===== src/hdl/rcm_pkg.sv =====
// Package with register map, field positions and reset values of the mode control bank
//
// Function
// [RL1] Mode one bit 0: 0 line alternating estimators, 1 field alternating estimators.
// [RL2] Mode one bit 1: 0 video camera mode, 1 film mode.
// [RL3] Bits 3..2 quality: 00 full, 01 economy DPCM, 10/11 legacy emulations.
// [RL4] Bit 4 double output disables vertical peaking; host sets it as bus select AND.
// [RL5] Bit 5 embrace master; cross-switch happens only when tree swap is also set.
// [RL6] Host keeps embrace off except film with third store or legacy compressed film.
// [RL7] Mode one bit 6 enables luma DPCM compression on store writes.
// [RL8] Mode one bit 7 enables luma DPCM decompression on store reads.
// [RL9] Host toggles current checker phase on every new field from first store.
// [RL10] Phase 0 estimates checkerboard from upper-left block, phase 1 the complement.
// [RL11] Host loads previous phase with phase used for last prediction store estimate.
// [RL12] Host sets new field flag: toggles in doubling, high in progressive output.
// [RL13] Sequence bit 3 enables writes to original and interpolated stores, else none.
// [RL14] Host sets bit 4 to detected parity of field leaving first store.
// [RL15] Swap set: current field to right tree, frame lines to left tree.
// [RL16] Host sets swap only in film with third store, and then sets embrace.
// [RL17] Bits 7..6 give right tree vertical offset; larger means less delayed lines.
// [RL18] Host programs offset -1 odd left, +1 even left, 0 progressive, dynamic film.
// [RL19] Host sets double output only when second bus select chooses code 11.
// [RL20] Write-only registers hold written values and drive modes until next write; the code keeps the old mode after a write until the next field start.
package rcm_pkg;

  localparam int unsigned ADDR_W = 9;
  localparam int unsigned DATA_W = 8;

  localparam logic [ADDR_W-1:0] MODE_CONTROL_ONE_OFF       = 9'h026;
  localparam logic [ADDR_W-1:0] FIELD_SEQUENCE_CONTROL_OFF = 9'h027;

  localparam logic [DATA_W-1:0] MODE_CONTROL_ONE_RST       = 8'h00;
  localparam logic [DATA_W-1:0] FIELD_SEQUENCE_CONTROL_RST = 8'h00;

  // Mode control one fields
  localparam int unsigned EST_ALT_BIT   = 0;
  localparam int unsigned FILM_BIT      = 1;
  localparam int unsigned UPC_LSB       = 2;
  localparam int unsigned UPC_MSB       = 3;
  localparam int unsigned DOUBLE_BIT    = 4;
  localparam int unsigned EMBRACE_BIT   = 5;
  localparam int unsigned COMP_BIT      = 6;
  localparam int unsigned DECOMP_BIT    = 7;

  // Field sequence control fields
  localparam int unsigned CUR_PHASE_BIT  = 0;
  localparam int unsigned PREV_PHASE_BIT = 1;
  localparam int unsigned NEW_FIELD_BIT  = 2;
  localparam int unsigned STORE_WE_BIT   = 3;
  localparam int unsigned PARITY_BIT     = 4;
  localparam int unsigned SWAP_BIT       = 5;
  localparam int unsigned OFFS_LSB       = 6;
  localparam int unsigned OFFS_MSB       = 7;

  localparam logic [1:0] UPC_FULL    = 2'h0;
  localparam logic [1:0] UPC_ECONOMY = 2'h1;
  localparam logic [1:0] UPC_LEGACY_A = 2'h2;
  localparam logic [1:0] UPC_LEGACY_B = 2'h3;

  function automatic logic rcm_addr_hit(input logic [ADDR_W-1:0] addr, input logic [ADDR_W-1:0] offset);
    rcm_addr_hit = (addr == offset);
  endfunction : rcm_addr_hit

endpackage : rcm_pkg


===== src/hdl/rcm_mode_control.sv =====
// Top of the mode control register bank with registered mode outputs
`timescale 1ns/10ps
`default_nettype none
module rcm_mode_control (
  input  wire logic                       CLK_SYS_I,
  input  wire logic                       RESET_N_I,
  input  wire logic                       WR_STROBE_I,
  input  wire logic [rcm_pkg::ADDR_W-1:0] WR_ADDR_I,
  input  wire logic [rcm_pkg::DATA_W-1:0] WR_DATA_I,
  input  wire logic                       FIELD_START_I,
  input  wire logic                       BLOCK_COL_LSB_I,
  input  wire logic                       BLOCK_ROW_LSB_I,
  input  wire logic                       STORE_WRITE_REQ_I,
  output logic                            EST_FIELD_ALT_O,
  output logic                            FILM_SOURCE_SELECT_O,
  output logic [1:0]                      UPCONVERSION_QUALITY_O,
  output logic                            UPC_FULL_O,
  output logic                            UPC_ECONOMY_O,
  output logic                            UPC_LEGACY_A_O,
  output logic                            UPC_LEGACY_B_O,
  output logic                            DOUBLE_OUTPUT_ENABLE_O,
  output logic                            VERT_PEAKING_ENABLE_O,
  output logic                            CROSS_SWITCH_MASTER_ENABLE_O,
  output logic                            CROSS_SWITCH_ACTIVE_O,
  output logic                            LUMA_COMPRESSION_ENABLE_O,
  output logic                            LUMA_DECOMPRESSION_ENABLE_O,
  output logic                            CURRENT_CHECKER_PHASE_O,
  output logic                            PREVIOUS_CHECKER_PHASE_O,
  output logic                            ESTIMATE_BLOCK_O,
  output logic                            NEW_FIELD_FLAG_O,
  output logic                            FIELD_STORE_WRITE_ENABLE_O,
  output logic                            FIELD_STORE_WRITE_O,
  output logic                            FIRST_STORE_PARITY_O,
  output logic                            LINE_TREE_SWAP_O,
  output logic                            CUR_FIELD_TREE_RIGHT_O,
  output logic                            FRAME_LINES_TREE_RIGHT_O,
  output logic signed [1:0]               VERTICAL_VECTOR_OFFSET_O
);

  logic [7:0] ctl1_act;
  logic [7:0] ctl2_act;

  logic       dec_upc_full;
  logic       dec_upc_economy;
  logic       dec_upc_legacy_a;
  logic       dec_upc_legacy_b;
  logic       dec_peaking;
  logic       dec_cross_active;
  logic       dec_estimate;
  logic       dec_store_write;
  logic       dec_cur_right;
  logic       dec_frame_right;

  // Unmapped addresses are ignored; nothing reads back
  wire hit_ctl1 = WR_STROBE_I & rcm_pkg::rcm_addr_hit(WR_ADDR_I, rcm_pkg::MODE_CONTROL_ONE_OFF);
  wire hit_ctl2 = WR_STROBE_I & rcm_pkg::rcm_addr_hit(WR_ADDR_I, rcm_pkg::FIELD_SEQUENCE_CONTROL_OFF);

  // Field-synchronous registers: mid-field writes wait for the next field start
  rcm_shadow_reg #(
    .WIDTH     (rcm_pkg::DATA_W),
    .RESET_VAL (rcm_pkg::MODE_CONTROL_ONE_RST)
  ) u_ctl1 (
    .clk_i     (CLK_SYS_I),
    .reset_n_i (RESET_N_I),
    .wr_hit_i  (hit_ctl1),
    .wr_data_i (WR_DATA_I),
    .apply_i   (FIELD_START_I),
    .active_o  (ctl1_act)
  );

  rcm_shadow_reg #(
    .WIDTH     (rcm_pkg::DATA_W),
    .RESET_VAL (rcm_pkg::FIELD_SEQUENCE_CONTROL_RST)
  ) u_ctl2 (
    .clk_i     (CLK_SYS_I),
    .reset_n_i (RESET_N_I),
    .wr_hit_i  (hit_ctl2),
    .wr_data_i (WR_DATA_I),
    .apply_i   (FIELD_START_I),
    .active_o  (ctl2_act)
  );

  rcm_mode_decode u_decode (
    .ctl1_i                   (ctl1_act),
    .ctl2_i                   (ctl2_act),
    .block_col_lsb_i          (BLOCK_COL_LSB_I),
    .block_row_lsb_i          (BLOCK_ROW_LSB_I),
    .store_write_req_i        (STORE_WRITE_REQ_I),
    .upc_full_o               (dec_upc_full),
    .upc_economy_o            (dec_upc_economy),
    .upc_legacy_a_o           (dec_upc_legacy_a),
    .upc_legacy_b_o           (dec_upc_legacy_b),
    .vert_peaking_enable_o    (dec_peaking),
    .cross_switch_active_o    (dec_cross_active),
    .estimate_block_o         (dec_estimate),
    .field_store_write_o      (dec_store_write),
    .cur_field_tree_right_o   (dec_cur_right),
    .frame_lines_tree_right_o (dec_frame_right)
  );

  logic [7:0] ctl1_out_ff;
  logic [7:0] ctl2_out_ff;
  logic [9:0] dec_ff;
  wire  [9:0] nxt_dec = {dec_upc_full, dec_upc_economy, dec_upc_legacy_a, dec_upc_legacy_b, dec_peaking,
                         dec_cross_active, dec_estimate, dec_store_write, dec_cur_right, dec_frame_right};

  // Output flops keep glitches of the decode away from the datapath
  always_ff @(posedge CLK_SYS_I)
  begin
    if (!RESET_N_I)
    begin
      ctl1_out_ff <= rcm_pkg::MODE_CONTROL_ONE_RST;
      ctl2_out_ff <= rcm_pkg::FIELD_SEQUENCE_CONTROL_RST;
      // Decode of both registers at zero for the upper-left block
      dec_ff      <= 10'h229;
    end
    else
    begin
      ctl1_out_ff <= ctl1_act;
      ctl2_out_ff <= ctl2_act;
      dec_ff      <= nxt_dec;
    end
  end

  assign EST_FIELD_ALT_O              = ctl1_out_ff[rcm_pkg::EST_ALT_BIT]; // RL1
  assign FILM_SOURCE_SELECT_O         = ctl1_out_ff[rcm_pkg::FILM_BIT];    // RL2
  assign UPCONVERSION_QUALITY_O       = ctl1_out_ff[rcm_pkg::UPC_MSB:rcm_pkg::UPC_LSB]; // RL3
  assign DOUBLE_OUTPUT_ENABLE_O       = ctl1_out_ff[rcm_pkg::DOUBLE_BIT];  // RL4
  assign CROSS_SWITCH_MASTER_ENABLE_O = ctl1_out_ff[rcm_pkg::EMBRACE_BIT]; // RL5
  assign LUMA_COMPRESSION_ENABLE_O    = ctl1_out_ff[rcm_pkg::COMP_BIT];    // RL7
  assign LUMA_DECOMPRESSION_ENABLE_O  = ctl1_out_ff[rcm_pkg::DECOMP_BIT];  // RL8
  assign CURRENT_CHECKER_PHASE_O      = ctl2_out_ff[rcm_pkg::CUR_PHASE_BIT];
  assign PREVIOUS_CHECKER_PHASE_O     = ctl2_out_ff[rcm_pkg::PREV_PHASE_BIT];
  assign NEW_FIELD_FLAG_O             = ctl2_out_ff[rcm_pkg::NEW_FIELD_BIT];
  assign FIELD_STORE_WRITE_ENABLE_O   = ctl2_out_ff[rcm_pkg::STORE_WE_BIT]; // RL13
  assign FIRST_STORE_PARITY_O         = ctl2_out_ff[rcm_pkg::PARITY_BIT];
  assign LINE_TREE_SWAP_O             = ctl2_out_ff[rcm_pkg::SWAP_BIT];     // RL15
  // Two's complement view of the offset code: 01 is +1, 11 is -1
  assign VERTICAL_VECTOR_OFFSET_O     = $signed(ctl2_out_ff[rcm_pkg::OFFS_MSB:rcm_pkg::OFFS_LSB]); // RL17

  assign UPC_FULL_O               = dec_ff[9];
  assign UPC_ECONOMY_O            = dec_ff[8];
  assign UPC_LEGACY_A_O           = dec_ff[7];
  assign UPC_LEGACY_B_O           = dec_ff[6];
  assign VERT_PEAKING_ENABLE_O    = dec_ff[5];
  assign CROSS_SWITCH_ACTIVE_O    = dec_ff[4];
  assign ESTIMATE_BLOCK_O         = dec_ff[3];
  assign FIELD_STORE_WRITE_O      = dec_ff[2];
  assign CUR_FIELD_TREE_RIGHT_O   = dec_ff[1];
  assign FRAME_LINES_TREE_RIGHT_O = dec_ff[0];

  wire wr1_apply = hit_ctl1 & FIELD_START_I;
  wire wr2_apply = hit_ctl2 & FIELD_START_I;
endmodule : rcm_mode_control
`default_nettype wire


===== src/hdl/rcm_shadow_reg.sv =====
// Write-only register with a shadow stage applied at field start
`timescale 1ns/10ps
`default_nettype none
module rcm_shadow_reg #(
  parameter int unsigned            WIDTH     = 8,
  parameter logic [WIDTH-1:0]       RESET_VAL = '0
) (
  input  wire logic             clk_i,
  input  wire logic             reset_n_i,
  input  wire logic             wr_hit_i,
  input  wire logic [WIDTH-1:0] wr_data_i,
  input  wire logic             apply_i,
  output logic      [WIDTH-1:0] active_o
);

  logic [WIDTH-1:0] shadow_ff;
  logic [WIDTH-1:0] active_ff;
  wire  [WIDTH-1:0] nxt_shadow = wr_hit_i ? wr_data_i : shadow_ff;
  // A write in the apply cycle goes straight through, so it is never lost
  wire  [WIDTH-1:0] nxt_active = apply_i ? nxt_shadow : active_ff;

  always_ff @(posedge clk_i)
  begin
    if (!reset_n_i)
    begin
      shadow_ff <= RESET_VAL;
      active_ff <= RESET_VAL;
    end
    else
    begin
      shadow_ff <= nxt_shadow;
      active_ff <= nxt_active; // RL20
    end
  end

  assign active_o = active_ff;

endmodule : rcm_shadow_reg
`default_nettype wire


===== src/hdl/rcm_mode_decode.sv =====
// Combinational decode of the active mode registers into datapath controls
`timescale 1ns/10ps
`default_nettype none
module rcm_mode_decode (
  input  wire logic [7:0] ctl1_i,
  input  wire logic [7:0] ctl2_i,
  input  wire logic       block_col_lsb_i,
  input  wire logic       block_row_lsb_i,
  input  wire logic       store_write_req_i,
  output logic            upc_full_o,
  output logic            upc_economy_o,
  output logic            upc_legacy_a_o,
  output logic            upc_legacy_b_o,
  output logic            vert_peaking_enable_o,
  output logic            cross_switch_active_o,
  output logic            estimate_block_o,
  output logic            field_store_write_o,
  output logic            cur_field_tree_right_o,
  output logic            frame_lines_tree_right_o
);

  wire [1:0] upc_code = ctl1_i[rcm_pkg::UPC_MSB:rcm_pkg::UPC_LSB];
  wire       swap     = ctl2_i[rcm_pkg::SWAP_BIT];
  // Upper-left block has even parity, estimated in phase 0
  wire       block_odd = block_col_lsb_i ^ block_row_lsb_i;

  assign upc_full_o            = (upc_code == rcm_pkg::UPC_FULL);     // RL3
  assign upc_economy_o         = (upc_code == rcm_pkg::UPC_ECONOMY);  // RL3
  assign upc_legacy_a_o        = (upc_code == rcm_pkg::UPC_LEGACY_A); // RL3
  assign upc_legacy_b_o        = (upc_code == rcm_pkg::UPC_LEGACY_B); // RL3
  assign vert_peaking_enable_o = !ctl1_i[rcm_pkg::DOUBLE_BIT];        // RL4
  assign cross_switch_active_o = ctl1_i[rcm_pkg::EMBRACE_BIT] & swap; // RL5
  assign estimate_block_o      = (block_odd == ctl2_i[rcm_pkg::CUR_PHASE_BIT]); // RL10
  assign field_store_write_o   = store_write_req_i & ctl2_i[rcm_pkg::STORE_WE_BIT]; // RL13
  assign cur_field_tree_right_o   = swap;  // RL15
  assign frame_lines_tree_right_o = !swap; // RL15

endmodule : rcm_mode_decode
`default_nettype wire


===== config.mk =====
export PLATFORM = sky130hd
export DESIGN_NAME = rcm_mode_control
export DESIGN_NICKNAME = d
export VERILOG_FILES = /design/src/hdl/rcm_pkg.sv /design/src/hdl/rcm_mode_control.sv /design/src/hdl/rcm_shadow_reg.sv /design/src/hdl/rcm_mode_decode.sv
export SDC_FILE = /design/constraint.sdc
export NUM_CORES = 1
export LEC_CHECK = 0
export BUFFER_PORTS_ARGS = -buffer_cell sky130_fd_sc_hd__buf_2
export CORE_AREA = 2 2 81 83
export CTS_CLUSTER_DIAMETER = 80
export DETAILED_ROUTE_END_ITERATION = 16
export DIE_AREA = 0 0 83 85
export PLACE_DENSITY = 0.66
export SYNTH_ARGS = -nofsm -noshare
export SYNTH_HDL_FRONTEND = slang
export SYNTH_SLANG_ARGS = --single-unit

===== constraint.sdc =====
create_clock -name CLK_SYS_I -period 1.3 [get_ports CLK_SYS_I]
set_input_delay 0.065 -clock CLK_SYS_I [delete_from_list [all_inputs] [get_ports CLK_SYS_I]]
set_output_delay 0.065 -clock CLK_SYS_I [all_outputs]
set_load 0.005 [all_outputs]

; ---- Yosys cells after proc, flatten, opt, wreduce, memory -nomap -nowiden
; Index checks and enable logic that the tools add are counted.
; W data, S select, Z words.
[word_totals]
out_inout_bits = 26
input_bits = 24
wordCells = 23
n_memories = 0
romBits = 0
ff_bits = 58
ram_bits = 0
latchBits = 0
[op_classes]
n_addsub = 0
reduce_logical = 3
multipliers = 0
shifts = 0
n_lt_le_gt_ge = 0
bitwise = 5
eq_ne = 6
div = 0
muxes = 2
[ops]
columns = op, n
row1 = $eq A9 B6 Y1 const B, 2
row2 = $mux W8, 2
row3 = $and A1 B1 Y1, 4
row4 = $eq A2 B2 Y1 const B, 2
row5 = $eq A2 B1 Y1 const B, 1
row6 = $logic_not A1 Y1, 2
row7 = $logic_not A2 Y1, 1
row8 = $eq A1 B1 Y1, 1
row9 = $xor A1 B1 Y1, 1

; ---- Depth between registers and ports, before layout
; Gate-level depths: netlist of run 1.
[depth]
word_depth = 3
ltp_mapped = 5
mapped_depth_nobuf = 3

; ---- By module
; A second synthesis of run 1 with hierarchy kept.
[hier_totals]
hier_cells = 172
hier_area_um2 = 1925.6
[by_module_without_submodules]
columns = mod, area_per_inst_um2, seq_area_each_um2, n_inst, cells_each
row1 = rcm_shadow_reg, 560.5, 320.3, 2, 51
row2 = rcm_mode_control, 732.0, 520.5, 1, 60
row3 = rcm_mode_decode, 72.6, 0.0, 1, 10

; ---- Least setup slack after synthesis of run 1
; OpenSTA, ideal clock, no wires.
[synth_path]
path_type = input to register
start = input FIELD_START_I
end = register u_ctl1.active_ff[0] (netlist: u_ctl1.active_o[0])
setup_time_ns = 0.118
cell_stages = 5
t_arrival_ns = 0.868
required_time_ns = 1.182
path_buffers = 2
path_slack_ns = 0.313
path_cell_list = clkbuf_1 -> buf_4 -> mux2_2 -> nand2_1 -> mux2i_1
[synth_rtl]
columns = element, line
row1 = from (decl), rcm_mode_control.sv:10  ; input wire logic FIELD_START_I,
row2 = to (signal assigned), rcm_shadow_reg.sv:32  ; active_ff <= nxt_active;
row3 = to (decl), rcm_shadow_reg.sv:17  ; logic [WIDTH-1:0] active_ff;

==> flow_results.xml, run 1 <==
<?xml version="1.0" encoding="UTF-8"?>
<metrics>
  <group name="global_routing">
    <metric name="initial_antenna_violation_count" unit="">0</metric>
    <metric name="gr-usage-all-layers" unit="%">12.11</metric>
    <metric name="grt_pass1_vias" unit="">1524</metric>
    <metric name="grt_overflow_total" unit="">0</metric>
    <metric name="grt_max_degree" unit="">35</metric>
    <metric name="grt_first_pass_wirelength" unit="um">6796</metric>
  </group>
  <group name="synthesis">
    <metric name="synth-seq-area-share" unit="%">47.95</metric>
    <metric name="yosysWarnings" unit="">0</metric>
    <metric name="synth.avg_cell_area" unit="um2">10.53</metric>
    <metric name="yosysUniqueCellTypes" unit="">21</metric>
    <metric name="syn-cell-area" unit="um2">2380</metric>
    <metric name="synth_seq_cells" unit="">57</metric>
    <metric name="synth-async-reset-ratio" unit="%">0</metric>
    <metric name="post_synth_inst_count" unit="">226</metric>
    <metric name="synth_fp_nets" unit="">250</metric>
    <metric name="postSynth.topFlopCell" unit="">sky130_fd_sc_hd__dfxtp_1</metric>
    <metric name="synth-edff-count" unit="">0</metric>
  </group>
  <group name="sta">
    <metric name="relSlewSlack" unit="%">80.26</metric>
    <metric name="setup_violations" unit="">0</metric>
    <metric name="max_fclk" unit="GHz">1.170</metric>
    <metric name="setup_repair_after_global_routing_missed_its_margin" unit="">false</metric>
    <metric name="min_period" unit="ps">854.9</metric>
    <metric name="timing.final.crit_share" unit="%">65.76</metric>
    <metric name="finalHoldViolations" unit="">0</metric>
    <metric name="final.setup.tns" unit="ps">0</metric>
    <metric name="fin_skew" unit="ps">5.714</metric>
    <metric name="worst_pin_slew" unit="ps">296.1</metric>
    <metric name="final-max-slew-violation-count" unit="">0</metric>
  </group>
  <group name="cts">
    <metric name="cts-root-to-sink-buffers" unit="">2</metric>
    <metric name="clkTransAtPathRegs" unit="ps">60</metric>
    <metric name="clk-insertion-delay-late" unit="ps">330</metric>
    <metric name="tritoncts" unit="">done</metric>
    <metric name="cts-htree-levels" unit="">3</metric>
    <metric name="library_cell_used_as_clock_root_buffer" unit="">sky130_fd_sc_hd__clkbuf_8</metric>
    <metric name="cts.sink_count" unit="">57</metric>
    <metric name="cts_buffers" unit="">9</metric>
  </group>
  <group name="floorplan">
    <metric name="coreArea" unit="um2">6205</metric>
    <metric name="effective_utilization_at_floorplan" unit="%">38.35</metric>
    <metric name="die_y" unit="um">85</metric>
    <metric name="ioPinCount" unit="">50</metric>
    <metric name="chipWidth" unit="um">83</metric>
    <metric name="placementRows" unit="">29</metric>
    <metric name="floorplan.die_area" unit="um2">7055</metric>
  </group>
  <group name="routing">
    <metric name="vias" unit="">1634</metric>
    <metric name="vias_per_cell" unit="">4.564</metric>
    <metric name="wire_per_inst" unit="um">11.00</metric>
    <metric name="firstDrtPassIters" unit="">6</metric>
    <metric name="dr.first_iter.drc_count" unit="">51</metric>
    <metric name="final_antenna_net_count" unit="">0</metric>
    <metric name="routed_wirelength" unit="um">3938</metric>
    <metric name="remaining_drc_errors" unit="">0</metric>
  </group>
  <group name="outcome">
    <metric name="outcome" unit="">finished, final reports clean</metric>
  </group>
  <group name="critical_path">
    <metric name="critical_path.cell_chain" unit="">mux2_1 -&gt; nand2_1 -&gt; mux2i_1</metric>
    <metric name="setup.worst_path.end" unit="">u_ctl2.active_o[3]$_SDFFE_PN0P_</metric>
    <metric name="critPathArrivalTime" unit="ps">1070</metric>
    <metric name="setup.worst_path.class" unit="">reg -&gt; reg</metric>
    <metric name="crit_path_end_kind" unit="">flop</metric>
    <metric name="cp-start-kind" unit="">flop</metric>
    <metric name="worstRegToRegCells" unit="">3</metric>
    <metric name="critical_path.max_fanout" unit="">4</metric>
    <metric name="critical-path-top-delay-family" unit="">multiplexers</metric>
    <metric name="r2r_setup_slack" unit="ps">450</metric>
    <metric name="timing.critical_path.required" unit="ps">1510</metric>
    <metric name="worst_setup_path_startpoint" unit="">u_ctl2.active_o[3]$_SDFFE_PN0P_</metric>
    <metric name="regToRegEndpoint" unit="">u_ctl2.active_o[3]$_SDFFE_PN0P_</metric>
    <metric name="crit_cells" unit="">3</metric>
    <metric name="regToRegStartpoint" unit="">u_ctl2.active_o[3]$_SDFFE_PN0P_</metric>
    <metric name="critical_path.max_stage_delay" unit="ps">330</metric>
    <metric name="timing.critical_path.buf_inv" unit="">0</metric>
    <metric name="critical-path-slowest-cell" unit="">sky130_fd_sc_hd__dfxtp_1</metric>
  </group>
  <group name="finish">
    <metric name="syn2layout_area_growth" unit="%">21.40</metric>
    <metric name="fin_nets" unit="">301</metric>
    <metric name="layout-drive-gt1-share" unit="%">34.88</metric>
    <metric name="post-route-util" unit="%">46.56</metric>
    <metric name="antenna-diode-count" unit="">0</metric>
  </group>
  <group name="place">
    <metric name="port-buffer-count" unit="">49</metric>
    <metric name="globalplace.congestion" unit="">0.6502</metric>
    <metric name="dp_hpwl" unit="um">2625</metric>
  </group>
  <group name="pwr">
    <metric name="power.leakage" unit="uW">0.001473</metric>
    <metric name="irDropWorstVdd" unit="V">0.0005534</metric>
    <metric name="power_density" unit="nW/um2">1235</metric>
  </group>
  <group name="worst_hold_path">
    <metric name="min-delay-start" unit="">WR_DATA_I[1]</metric>
    <metric name="timing.hold.worst.class" unit="">in -&gt; reg</metric>
  </group>
  <group name="job">
    <metric name="total_of_max_cap_violations" unit="">0</metric>
  </group>
</metrics>
worst register-to-register path: cells and delay by family, from the launching register on:
kind	cells	cell delay [ps]
muxes	2	340
and+or+nand+nor	1	60
DFF	1	330
synthesized netlist by cell type, types with 3 or more instances:
library cell | count | area, um2
sky130_fd_sc_hd__mux2_2 | 25 | 281.5
sky130_fd_sc_hd__mux2_1 | 7 | 78.83
sky130_fd_sc_hd__mux2i_1 | 32 | 320.3
sky130_fd_sc_hd__nand2_1 | 57 | 214.0
sky130_fd_sc_hd__dfxtp_1 | 57 | 1141
sky130_fd_sc_hd__clkbuf_1 | 6 | 22.52
sky130_fd_sc_hd__and2_1 | 16 | 100.1
sky130_fd_sc_hd__and3_1 | 3 | 18.77
sky130_fd_sc_hd__buf_4 | 4 | 30.03
state kept, by name, summed over array words and instances (netlist names):
register	cells
u_ctl1.active_o	8
dec_ff	9
u_ctl2.active_o	8
ctl2_out_ff	8
u_ctl2.shadow_ff	8
u_ctl1.shadow_ff	8
ctl1_out_ff	8
power breakdown:
part,internal (uW),leakage [uW],total (uW),switching (uW)
sequential,1750,0.000459,1750,1.11
clock,973,0.000102,1630,653
combinational,96.3,0.000911,191,94.5
layout make-up:
type	count	area, um2
fill	596	3316
sequential	57	1141
multi-input combinational	150	1104
timing repair buffer	57	345.3
clock buffer	12	155.1
tap	77	96.34
clock inverter	3	40.04
inverter	2	7.507
layout by cell type, fill, tap and decap left out, types with 3 or more instances in the layout:
| cell | synthesis | layout |
|---|---|---|
| sky130_fd_sc_hd__nand2_1 | 57 | 57 |
| sky130_fd_sc_hd__dfxtp_1 | 57 | 57 |
| sky130_fd_sc_hd__buf_2 | 1 | 49 |
| sky130_fd_sc_hd__mux2i_1 | 32 | 32 |
| sky130_fd_sc_hd__mux2_2 | 25 | 25 |
| sky130_fd_sc_hd__and2_1 | 16 | 16 |
| sky130_fd_sc_hd__clkbuf_8 | 0 | 11 |
| sky130_fd_sc_hd__mux2_1 | 7 | 7 |
| sky130_fd_sc_hd__buf_4 | 4 | 4 |
| sky130_fd_sc_hd__and3_1 | 3 | 3 |
| sky130_fd_sc_hd__buf_12 | 2 | 3 |
worst min path at each step:
stage / end / depth (start not counted)
floorplan: dec_ff[2]$_SDFF_PN0_ / 1
global placement: dec_ff[2]$_SDFF_PN0_ / 2
detailed placement: dec_ff[2]$_SDFF_PN0_ / 2
CTS: u_ctl2.shadow_ff[1]$_SDFF_PN0_ / 3
global route: u_ctl1.shadow_ff[5]$_SDFF_PN0_ / 3
finish: u_ctl2.shadow_ff[1]$_SDFF_PN0_ / 3
repair_timing:
action	4_1_cts	5_1_grt
setup buffers	0	0
setup endpoints to repair	0	0
resized for setup	0	0
hold buffers	1	0
endpoints found under the hold margin	1	0
layer usage:
layer	up-vias	GRT usage (%)	part of all wire, %
met1	742	14.37	48
met2	38	18.91	45
li1	848	-	-
met4	0	6.259	1.7
met3	6	4.961	5.6
met5	-	0	0
kinds of logic after synthesis:
kind of cell / synth area share [%]
AND/OR/NAND/NOR: 17.03
multiplexers: 28.60
flip-flops: 47.95
buffers and inverters: 5.678
XOR/XNOR: 0.7362
stage by stage:
stage	std cells	area, um2	hold slack, ps	worst slack, ps	total power [uW]
CTS	358	2889	9.403	436.4	3620
floorplan	226	2380	217.5	313.4	1905
global route	358	2889	17.32	385.2	3723
global placement	342	2684	307.0	231.3	1977
finish	358	2889	25.59	445.1	3567
detailed placement	342	2684	315.4	191.9	1980
Note: power is estimated with default switching activity, not from simulation.
==> run 2, diff against run 1 <==
==> constraint.sdc (replaced) <==
create_clock -name CLK_SYS_I -period 0.8 [get_ports CLK_SYS_I]
set_input_delay 0.04 -clock CLK_SYS_I [delete_from_list [all_inputs] [get_ports CLK_SYS_I]]
set_output_delay 0.04 -clock CLK_SYS_I [all_outputs]
set_load 0.005 [all_outputs]
==> run 2 against run 1 <==
Effect of this change: the flow now finishes with violations (setup timing); worst hold slack better by 23 ps; critical path type unchanged; flip-flop and latch count unchanged; non-clock buffer count is 16 higher; cell count up 4.7%; first-iteration DRC count increased by 69%; fmax rose by 1.8%.
==> flow_results.xml, run 2 (same netlist as run 1, synthesis figures left out) <==
<?xml version="1.0" encoding="UTF-8"?>
<metrics>
  <group name="pwr">
    <metric name="power" unit="uW">6525</metric>
    <metric name="power.leakage" unit="uW">0.001657</metric>
    <metric name="power.share.combinational" unit="%">6.1</metric>
    <metric name="power.switching_fraction" unit="%">20.48</metric>
    <metric name="p_switching" unit="uW">1336</metric>
    <metric name="irDropWorstVdd" unit="V">0.001283</metric>
    <metric name="power.internal" unit="uW">5188</metric>
    <metric name="power_density" unit="nW/um2">1990</metric>
    <metric name="p_seq_share" unit="%">43.6</metric>
    <metric name="power.clock.fraction" unit="%">50.3</metric>
  </group>
  <group name="floorplan">
    <metric name="placementRows" unit="">29</metric>
    <metric name="chipWidth" unit="um">83</metric>
    <metric name="ioPinCount" unit="">50</metric>
    <metric name="coreArea" unit="um2">6205</metric>
    <metric name="die_y" unit="um">85</metric>
    <metric name="floorplan.die_area" unit="um2">7055</metric>
    <metric name="effective_utilization_at_floorplan" unit="%">38.35</metric>
  </group>
  <group name="sta">
    <metric name="worst_pin_slew" unit="ps">197.1</metric>
    <metric name="min_period" unit="ps">839.9</metric>
    <metric name="relSlewSlack" unit="%">86.82</metric>
    <metric name="max_fclk" unit="GHz">1.191</metric>
    <metric name="finalHoldViolations" unit="">0</metric>
    <metric name="final-max-slew-violation-count" unit="">0</metric>
    <metric name="timing.final.crit_share" unit="%">105.0</metric>
    <metric name="setup_repair_after_global_routing_missed_its_margin" unit="">true</metric>
    <metric name="fin_skew" unit="ps">8.967</metric>
    <metric name="finalWorstSetupSlack" unit="ps">-39.87</metric>
    <metric name="setup_violations" unit="">18</metric>
  </group>
  <group name="routing">
    <metric name="vias" unit="">1723</metric>
    <metric name="routed_wirelength" unit="um">4427</metric>
    <metric name="firstDrtPassIters" unit="">5</metric>
    <metric name="remaining_drc_errors" unit="">0</metric>
    <metric name="final_antenna_net_count" unit="">0</metric>
    <metric name="dr.first_iter.drc_count" unit="">86</metric>
    <metric name="vias_per_cell" unit="">4.595</metric>
    <metric name="wire_per_inst" unit="um">11.81</metric>
  </group>
  <group name="outcome">
    <metric name="outcome" unit="">finished with violations</metric>
    <metric name="violations" unit="">setup timing</metric>
  </group>
  <group name="critical_path">
    <metric name="critPathArrivalTime" unit="ps">1070</metric>
    <metric name="timing.critical_path.buf_inv" unit="">0</metric>
    <metric name="critical_path.cell_chain" unit="">mux2_4 -&gt; nand2_2 -&gt; mux2i_1</metric>
    <metric name="critical_path.max_fanout" unit="">3</metric>
    <metric name="critical-path-top-delay-family" unit="">flip-flops</metric>
    <metric name="critical-path-slowest-cell" unit="">sky130_fd_sc_hd__dfxtp_2</metric>
    <metric name="setup.worst_path.class" unit="">reg -&gt; reg</metric>
    <metric name="crit_path_end_kind" unit="">flop</metric>
    <metric name="critical_path.max_stage_delay" unit="ps">330</metric>
    <metric name="timing.critical_path.required" unit="ps">1030</metric>
    <metric name="cp-start-kind" unit="">flop</metric>
  </group>
  <group name="cts">
    <metric name="library_cell_used_as_clock_root_buffer" unit="">sky130_fd_sc_hd__clkbuf_8</metric>
    <metric name="tritoncts" unit="">done</metric>
    <metric name="clkTransAtPathRegs" unit="ps">70</metric>
    <metric name="cts_buffers" unit="">9</metric>
    <metric name="cts-root-to-sink-buffers" unit="">2</metric>
    <metric name="cts-htree-levels" unit="">3</metric>
    <metric name="cts.sink_count" unit="">57</metric>
    <metric name="clk-insertion-delay-late" unit="ps">340</metric>
  </group>
  <group name="finish">
    <metric name="layout.cells.most_common_list" unit="">sky130_fd_sc_hd__buf_2 (47), sky130_fd_sc_hd__nand2_1 (42), sky130_fd_sc_hd__mux2i_1 (32), sky130_fd_sc_hd__dfxtp_1 (32), sky130_fd_sc_hd__dfxtp_2 (25)</metric>
    <metric name="finish.instance_area" unit="um2">3278</metric>
    <metric name="syn2layout_area_growth" unit="%">37.75</metric>
    <metric name="fin_nets" unit="">317</metric>
    <metric name="fill_cells" unit="">564</metric>
    <metric name="registers.top_by_ff_count" unit="">dec_ff</metric>
    <metric name="largest_register_ff_count" unit="">9</metric>
    <metric name="stdcell_count" unit="">375</metric>
    <metric name="antenna-diode-count" unit="">0</metric>
    <metric name="layout-drive-gt1-share" unit="%">52.68</metric>
    <metric name="layout.cells.most_common" unit="">sky130_fd_sc_hd__buf_2</metric>
  </group>
  <group name="place">
    <metric name="placed_instances" unit="">346</metric>
    <metric name="port-buffer-count" unit="">49</metric>
    <metric name="globalplace.congestion" unit="">0.6870</metric>
    <metric name="dp_hpwl" unit="um">2670</metric>
    <metric name="post_dp_area" unit="um2">2755</metric>
  </group>
  <group name="global_routing">
    <metric name="grt_pass1_vias" unit="">1636</metric>
    <metric name="initial_antenna_violation_count" unit="">0</metric>
    <metric name="grt_overflow_total" unit="">0</metric>
    <metric name="gr-usage-all-layers" unit="%">13.23</metric>
    <metric name="grt_first_pass_wirelength" unit="um">7376</metric>
    <metric name="grt_max_degree" unit="">38</metric>
  </group>
  <group name="job">
    <metric name="total_of_max_cap_violations" unit="">0</metric>
  </group>
  <group name="worst_hold_path">
    <metric name="timing.hold.worst.class" unit="">in -&gt; reg</metric>
  </group>
</metrics>
-- run 2: cell type report --
class / instances / area [um2] / area share (%)
flip-flops and latches: 57 / 1172 / 35.76
clock inverters: 6 / 105.1 / 3.206
repair buffers: 73 / 526.8 / 16.07
multi-input cells: 150 / 1232 / 37.60
well taps: 77 / 96.34 / 2.939
inverters: 2 / 7.507 / 0.2290
clock buffers: 10 / 137.6 / 4.198
-- run 2: per-layer routing --
metal | vias to the layer above | part of all wire [%] | GRT usage, %
met5 | - | 0 | 0
met1 | 796 | 47 | 15.96
met2 | 39 | 46 | 20.38
li1 | 881 | - | -
met4 | 0 | 1.9 | 6.259
met3 | 7 | 5.2 | 5.739
-- run 2: timing repair --
item | CTS | global route
cloned | 0 | 0
resized for setup | 40 | 23
pin swaps | 7 | 2
endpoints found under the setup margin | 31 | 45
hold endpoints to repair | 17 | 0
buffers inserted | 4 | 1
hold buffers | 9 | 0
-- run 2: worst reg2reg max path: cells and delay by family (launching register included) --
family / cells / cell delay, ps
AND/OR/NAND/NOR: 1 / 70
flip-flops: 1 / 330
multiplexers: 2 / 330
-- run 2: path summary, 6_finish.rpt --
| check | startpoint | end | slack (ps) | cells after the start |
|---|---|---|---|---|
| setup / recovery | u_ctl2.active_o[6]$_SDFFE_PN0P_ | u_ctl2.active_o[6]$_SDFFE_PN0P_ | -40 | 3 |
| hold / removal | BLOCK_ROW_LSB_I | dec_ff[3]$_SDFF_PN1_ | 50 | 4 |
| setup reg to reg | u_ctl2.active_o[6]$_SDFFE_PN0P_ | u_ctl2.active_o[6]$_SDFFE_PN0P_ | -40 | 3 |
| hold reg to reg | u_ctl2.shadow_ff[7]$_SDFF_PN0_ | u_ctl2.shadow_ff[7]$_SDFF_PN0_ | 460 | 2 |
-- run 2: power groups by stage --
stage	logic, uW	clock network [uW]	registers [uW]
floorplan	206	0	2910
global placement	324	0	2910
detailed placement	327	0	2910
CTS	383	3360	2840
global route	431	3500	2840
finish	398	3280	2840
-- run 2: stage by stage --
step / setup TNS [ps] / hold WS (ps) / setup WS, ps / utilization (%)
floorplan: -2504 / 192.5 / -125.2 / -
global placement: -7682 / 287.1 / -252.8 / 44.40
detailed placement: -8711 / 296.8 / -292.2 / 44.40
CTS: -467.4 / 30.03 / -36.89 / 51.78
global route: -1383 / 41.66 / -76.72 / 52.83
finish: -352.1 / 48.74 / -39.87 / 52.83
==> run 3, diff against run 2 <==
--- a/config.mk
+++ b/config.mk
@@ -5,12 +5,13 @@
 export SDC_FILE = /design/constraint.sdc
 export NUM_CORES = 1
 export LEC_CHECK = 0
-export BUFFER_PORTS_ARGS = -buffer_cell sky130_fd_sc_hd__buf_2
 export CORE_AREA = 2 2 81 83
 export CTS_CLUSTER_DIAMETER = 80
 export DETAILED_ROUTE_END_ITERATION = 16
 export DIE_AREA = 0 0 83 85
-export PLACE_DENSITY = 0.66
+export DONT_BUFFER_PORTS = 1
+export PLACE_DENSITY = 0.59
+export SKIP_LAST_GASP = 1
 export SYNTH_ARGS = -nofsm -noshare
 export SYNTH_HDL_FRONTEND = slang
 export SYNTH_SLANG_ARGS = --single-unit
==> run 3 against run 2 <==
Effect of this change: the run ends with hold timing, setup timing left; via count down 12%; global-route usage down 1.2 points; worst setup slack worse by 3.5 ps; combinational power down 65%.
==> flow_results.xml, run 3 (same netlist as run 1, synthesis figures left out) <==
<?xml version="1.0" encoding="UTF-8"?>
<metrics>
  <group name="outcome">
    <metric name="outcome" unit="">finished with violations</metric>
    <metric name="violations" unit="">hold timing, setup timing</metric>
  </group>
  <group name="sta">
    <metric name="relSlewSlack" unit="%">84.49</metric>
    <metric name="worst_pin_slew" unit="ps">230.9</metric>
    <metric name="fin_skew" unit="ps">6.391</metric>
    <metric name="final-max-slew-violation-count" unit="">0</metric>
    <metric name="timing.final.crit_share" unit="%">105.4</metric>
    <metric name="finalHoldViolations" unit="">55</metric>
    <metric name="max_fclk" unit="GHz">1.186</metric>
    <metric name="final.setup.tns" unit="ps">-181.3</metric>
    <metric name="setup_repair_after_global_routing_missed_its_margin" unit="">true</metric>
    <metric name="setup_violations" unit="">12</metric>
    <metric name="finalWorstSetupSlack" unit="ps">-43.34</metric>
    <metric name="final_layout_worst_hold_slack" unit="ps">-205.8</metric>
    <metric name="min_period" unit="ps">843.3</metric>
  </group>
  <group name="routing">
    <metric name="dr.first_iter.drc_count" unit="">39</metric>
    <metric name="final_antenna_net_count" unit="">0</metric>
    <metric name="vias_per_cell" unit="">4.806</metric>
    <metric name="vias" unit="">1514</metric>
    <metric name="wire_per_inst" unit="um">12.63</metric>
    <metric name="firstDrtPassIters" unit="">4</metric>
    <metric name="routed_wirelength" unit="um">3977</metric>
    <metric name="remaining_drc_errors" unit="">0</metric>
  </group>
  <group name="critical_path">
    <metric name="critical_path.cell_chain" unit="">mux2_4 -&gt; nand2_2 -&gt; mux2i_1</metric>
    <metric name="critical-path-top-delay-family" unit="">flip-flops</metric>
    <metric name="cp-start-kind" unit="">flop</metric>
    <metric name="critical-path-slowest-cell" unit="">sky130_fd_sc_hd__dfxtp_4</metric>
    <metric name="setup.worst_path.class" unit="">reg -&gt; reg</metric>
    <metric name="crit_cells" unit="">3</metric>
    <metric name="critPathArrivalTime" unit="ps">1060</metric>
    <metric name="worst_setup_path_startpoint" unit="">u_ctl1.active_o[2]$_SDFFE_PN0P_</metric>
    <metric name="worstRegToRegCells" unit="">3</metric>
    <metric name="critical_path.max_fanout" unit="">5</metric>
    <metric name="regToRegEndpoint" unit="">u_ctl1.active_o[2]$_SDFFE_PN0P_</metric>
    <metric name="timing.critical_path.buf_inv" unit="">0</metric>
    <metric name="critical_path.max_stage_delay" unit="ps">350</metric>
    <metric name="setup.worst_path.end" unit="">u_ctl1.active_o[2]$_SDFFE_PN0P_</metric>
    <metric name="timing.critical_path.required" unit="ps">1010</metric>
    <metric name="r2r_setup_slack" unit="ps">-40</metric>
    <metric name="regToRegStartpoint" unit="">u_ctl1.active_o[2]$_SDFFE_PN0P_</metric>
    <metric name="crit_path_end_kind" unit="">flop</metric>
  </group>
  <group name="finish">
    <metric name="antenna-diode-count" unit="">0</metric>
    <metric name="layout.cells.most_common" unit="">sky130_fd_sc_hd__nand2_1</metric>
    <metric name="ff_latch_area" unit="um2">1171</metric>
    <metric name="largest_register_ff_count" unit="">9</metric>
    <metric name="syn2layout_area_growth" unit="%">16.09</metric>
    <metric name="layout-drive-gt1-share" unit="%">36.97</metric>
    <metric name="layout.cells.most_common_list" unit="">sky130_fd_sc_hd__nand2_1 (52), sky130_fd_sc_hd__dfxtp_1 (35), sky130_fd_sc_hd__mux2i_1 (32), sky130_fd_sc_hd__mux2_2 (24), sky130_fd_sc_hd__dfxtp_2 (21)</metric>
    <metric name="fin_nets" unit="">257</metric>
    <metric name="registers.top_by_ff_count" unit="">dec_ff</metric>
    <metric name="fill_cells" unit="">602</metric>
    <metric name="post-route-util" unit="%">44.53</metric>
    <metric name="multi_input_combinational_cell_area" unit="um2">1167</metric>
  </group>
  <group name="cts">
    <metric name="library_cell_used_as_clock_root_buffer" unit="">sky130_fd_sc_hd__clkbuf_8</metric>
    <metric name="cts.sink_count" unit="">57</metric>
    <metric name="tritoncts" unit="">done</metric>
    <metric name="cts_buffers" unit="">9</metric>
    <metric name="cts-root-to-sink-buffers" unit="">2</metric>
    <metric name="cts_hold_repair.buffers" unit="">2</metric>
    <metric name="cts-htree-levels" unit="">3</metric>
    <metric name="clk-insertion-delay-late" unit="ps">330</metric>
    <metric name="clkTransAtPathRegs" unit="ps">70</metric>
  </group>
  <group name="floorplan">
    <metric name="ioPinCount" unit="">50</metric>
    <metric name="coreArea" unit="um2">6205</metric>
    <metric name="placementRows" unit="">29</metric>
    <metric name="die_y" unit="um">85</metric>
    <metric name="chipWidth" unit="um">83</metric>
    <metric name="floorplan.die_area" unit="um2">7055</metric>
    <metric name="effective_utilization_at_floorplan" unit="%">38.35</metric>
  </group>
  <group name="global_routing">
    <metric name="initial_antenna_violation_count" unit="">0</metric>
    <metric name="grt_pass1_vias" unit="">1409</metric>
    <metric name="grt_first_pass_wirelength" unit="um">6527</metric>
    <metric name="gr-usage-all-layers" unit="%">12.02</metric>
    <metric name="grt_overflow_total" unit="">0</metric>
    <metric name="grt_max_degree" unit="">77</metric>
  </group>
  <group name="job">
    <metric name="total_of_max_cap_violations" unit="">0</metric>
  </group>
  <group name="place">
    <metric name="port-buffer-count" unit="">0</metric>
    <metric name="dp_hpwl" unit="um">2373</metric>
    <metric name="globalplace.congestion" unit="">0.6777</metric>
  </group>
  <group name="worst_hold_path">
    <metric name="timing.hold.worst.class" unit="">in -&gt; reg</metric>
  </group>
  <group name="pwr">
    <metric name="power.leakage" unit="uW">0.001305</metric>
    <metric name="power_density" unit="nW/um2">2017</metric>
    <metric name="irDropWorstVdd" unit="V">0.001005</metric>
  </group>
</metrics>
-- run 3: cell types whose count changed in the layout (fill, tap and decap cells not counted), sizes merged --
cell,previous run,this run
dlygate4sd3,9,2
clkbuf,10,13
buf,64,11
clkinv,3,2
bufinv,3,1
-- run 3: area by class of cell --
cell class	count	share of cell area [%]
Clock buffer	13	5.389
Clock inverter	3	1.449
Inverter	2	0.2717
Multi-Input combinational cell	150	42.26
Sequential cell	57	42.39
Tap cell	77	3.487
Timing Repair Buffer	13	4.755
-- run 3: worst min-delay path by stage --
stage | to | cells past startpoint | slack, ps | start
finish | dec_ff[3]$_SDFF_PN1_ | 1 | -210 | RESET_N_I
global route | dec_ff[3]$_SDFF_PN1_ | 1 | -220 | RESET_N_I
CTS | dec_ff[3]$_SDFF_PN1_ | 1 | -230 | RESET_N_I
detailed placement | dec_ff[3]$_SDFF_PN1_ | 1 | 120 | RESET_N_I
global placement | dec_ff[3]$_SDFF_PN1_ | 1 | 120 | RESET_N_I
floorplan | dec_ff[2]$_SDFF_PN0_ | 1 | 190 | STORE_WRITE_REQ_I
-- run 3: through the flow --
stage | worst slack (ps) | area [um2] | hold WS, ps | instances | power [uW]
detailed placement | -120.1 | 2457 | 120.0 | 295 | 3033
floorplan | -125.2 | 2417 | 192.5 | 226 | 3114
global route | -73.42 | 2763 | -221.9 | 315 | 5808
CTS | -32.36 | 2730 | -234.9 | 315 | 5663
finish | -43.34 | 2763 | -205.8 | 315 | 5572
global placement | -113.4 | 2457 | 119.3 | 295 | 3032
-- run 3: report_power, final --
group	switching [uW]	internal, uW
combinational	38.7	101
clock	1070	1520
sequential	2.73	2840
total	1110	4460
-- run 3: what timing repair did --
action	CTS	global route
endpoints found under the hold margin	56	55
setup buffers	2	1
pin swaps	22	8
gates resized for setup	27	10
endpoints found under the setup margin	16	19
-- run 3: metal layers --
metal / wire (um) / GRT usage, % / vias up
li1: - / - / 762
met1: 1814 / 13.74 / 709
met2: 1860 / 18.33 / 34
met3: 187 / 3.988 / 9
met4: 114 / 9.836 / 0
met5: 0 / 0 / -
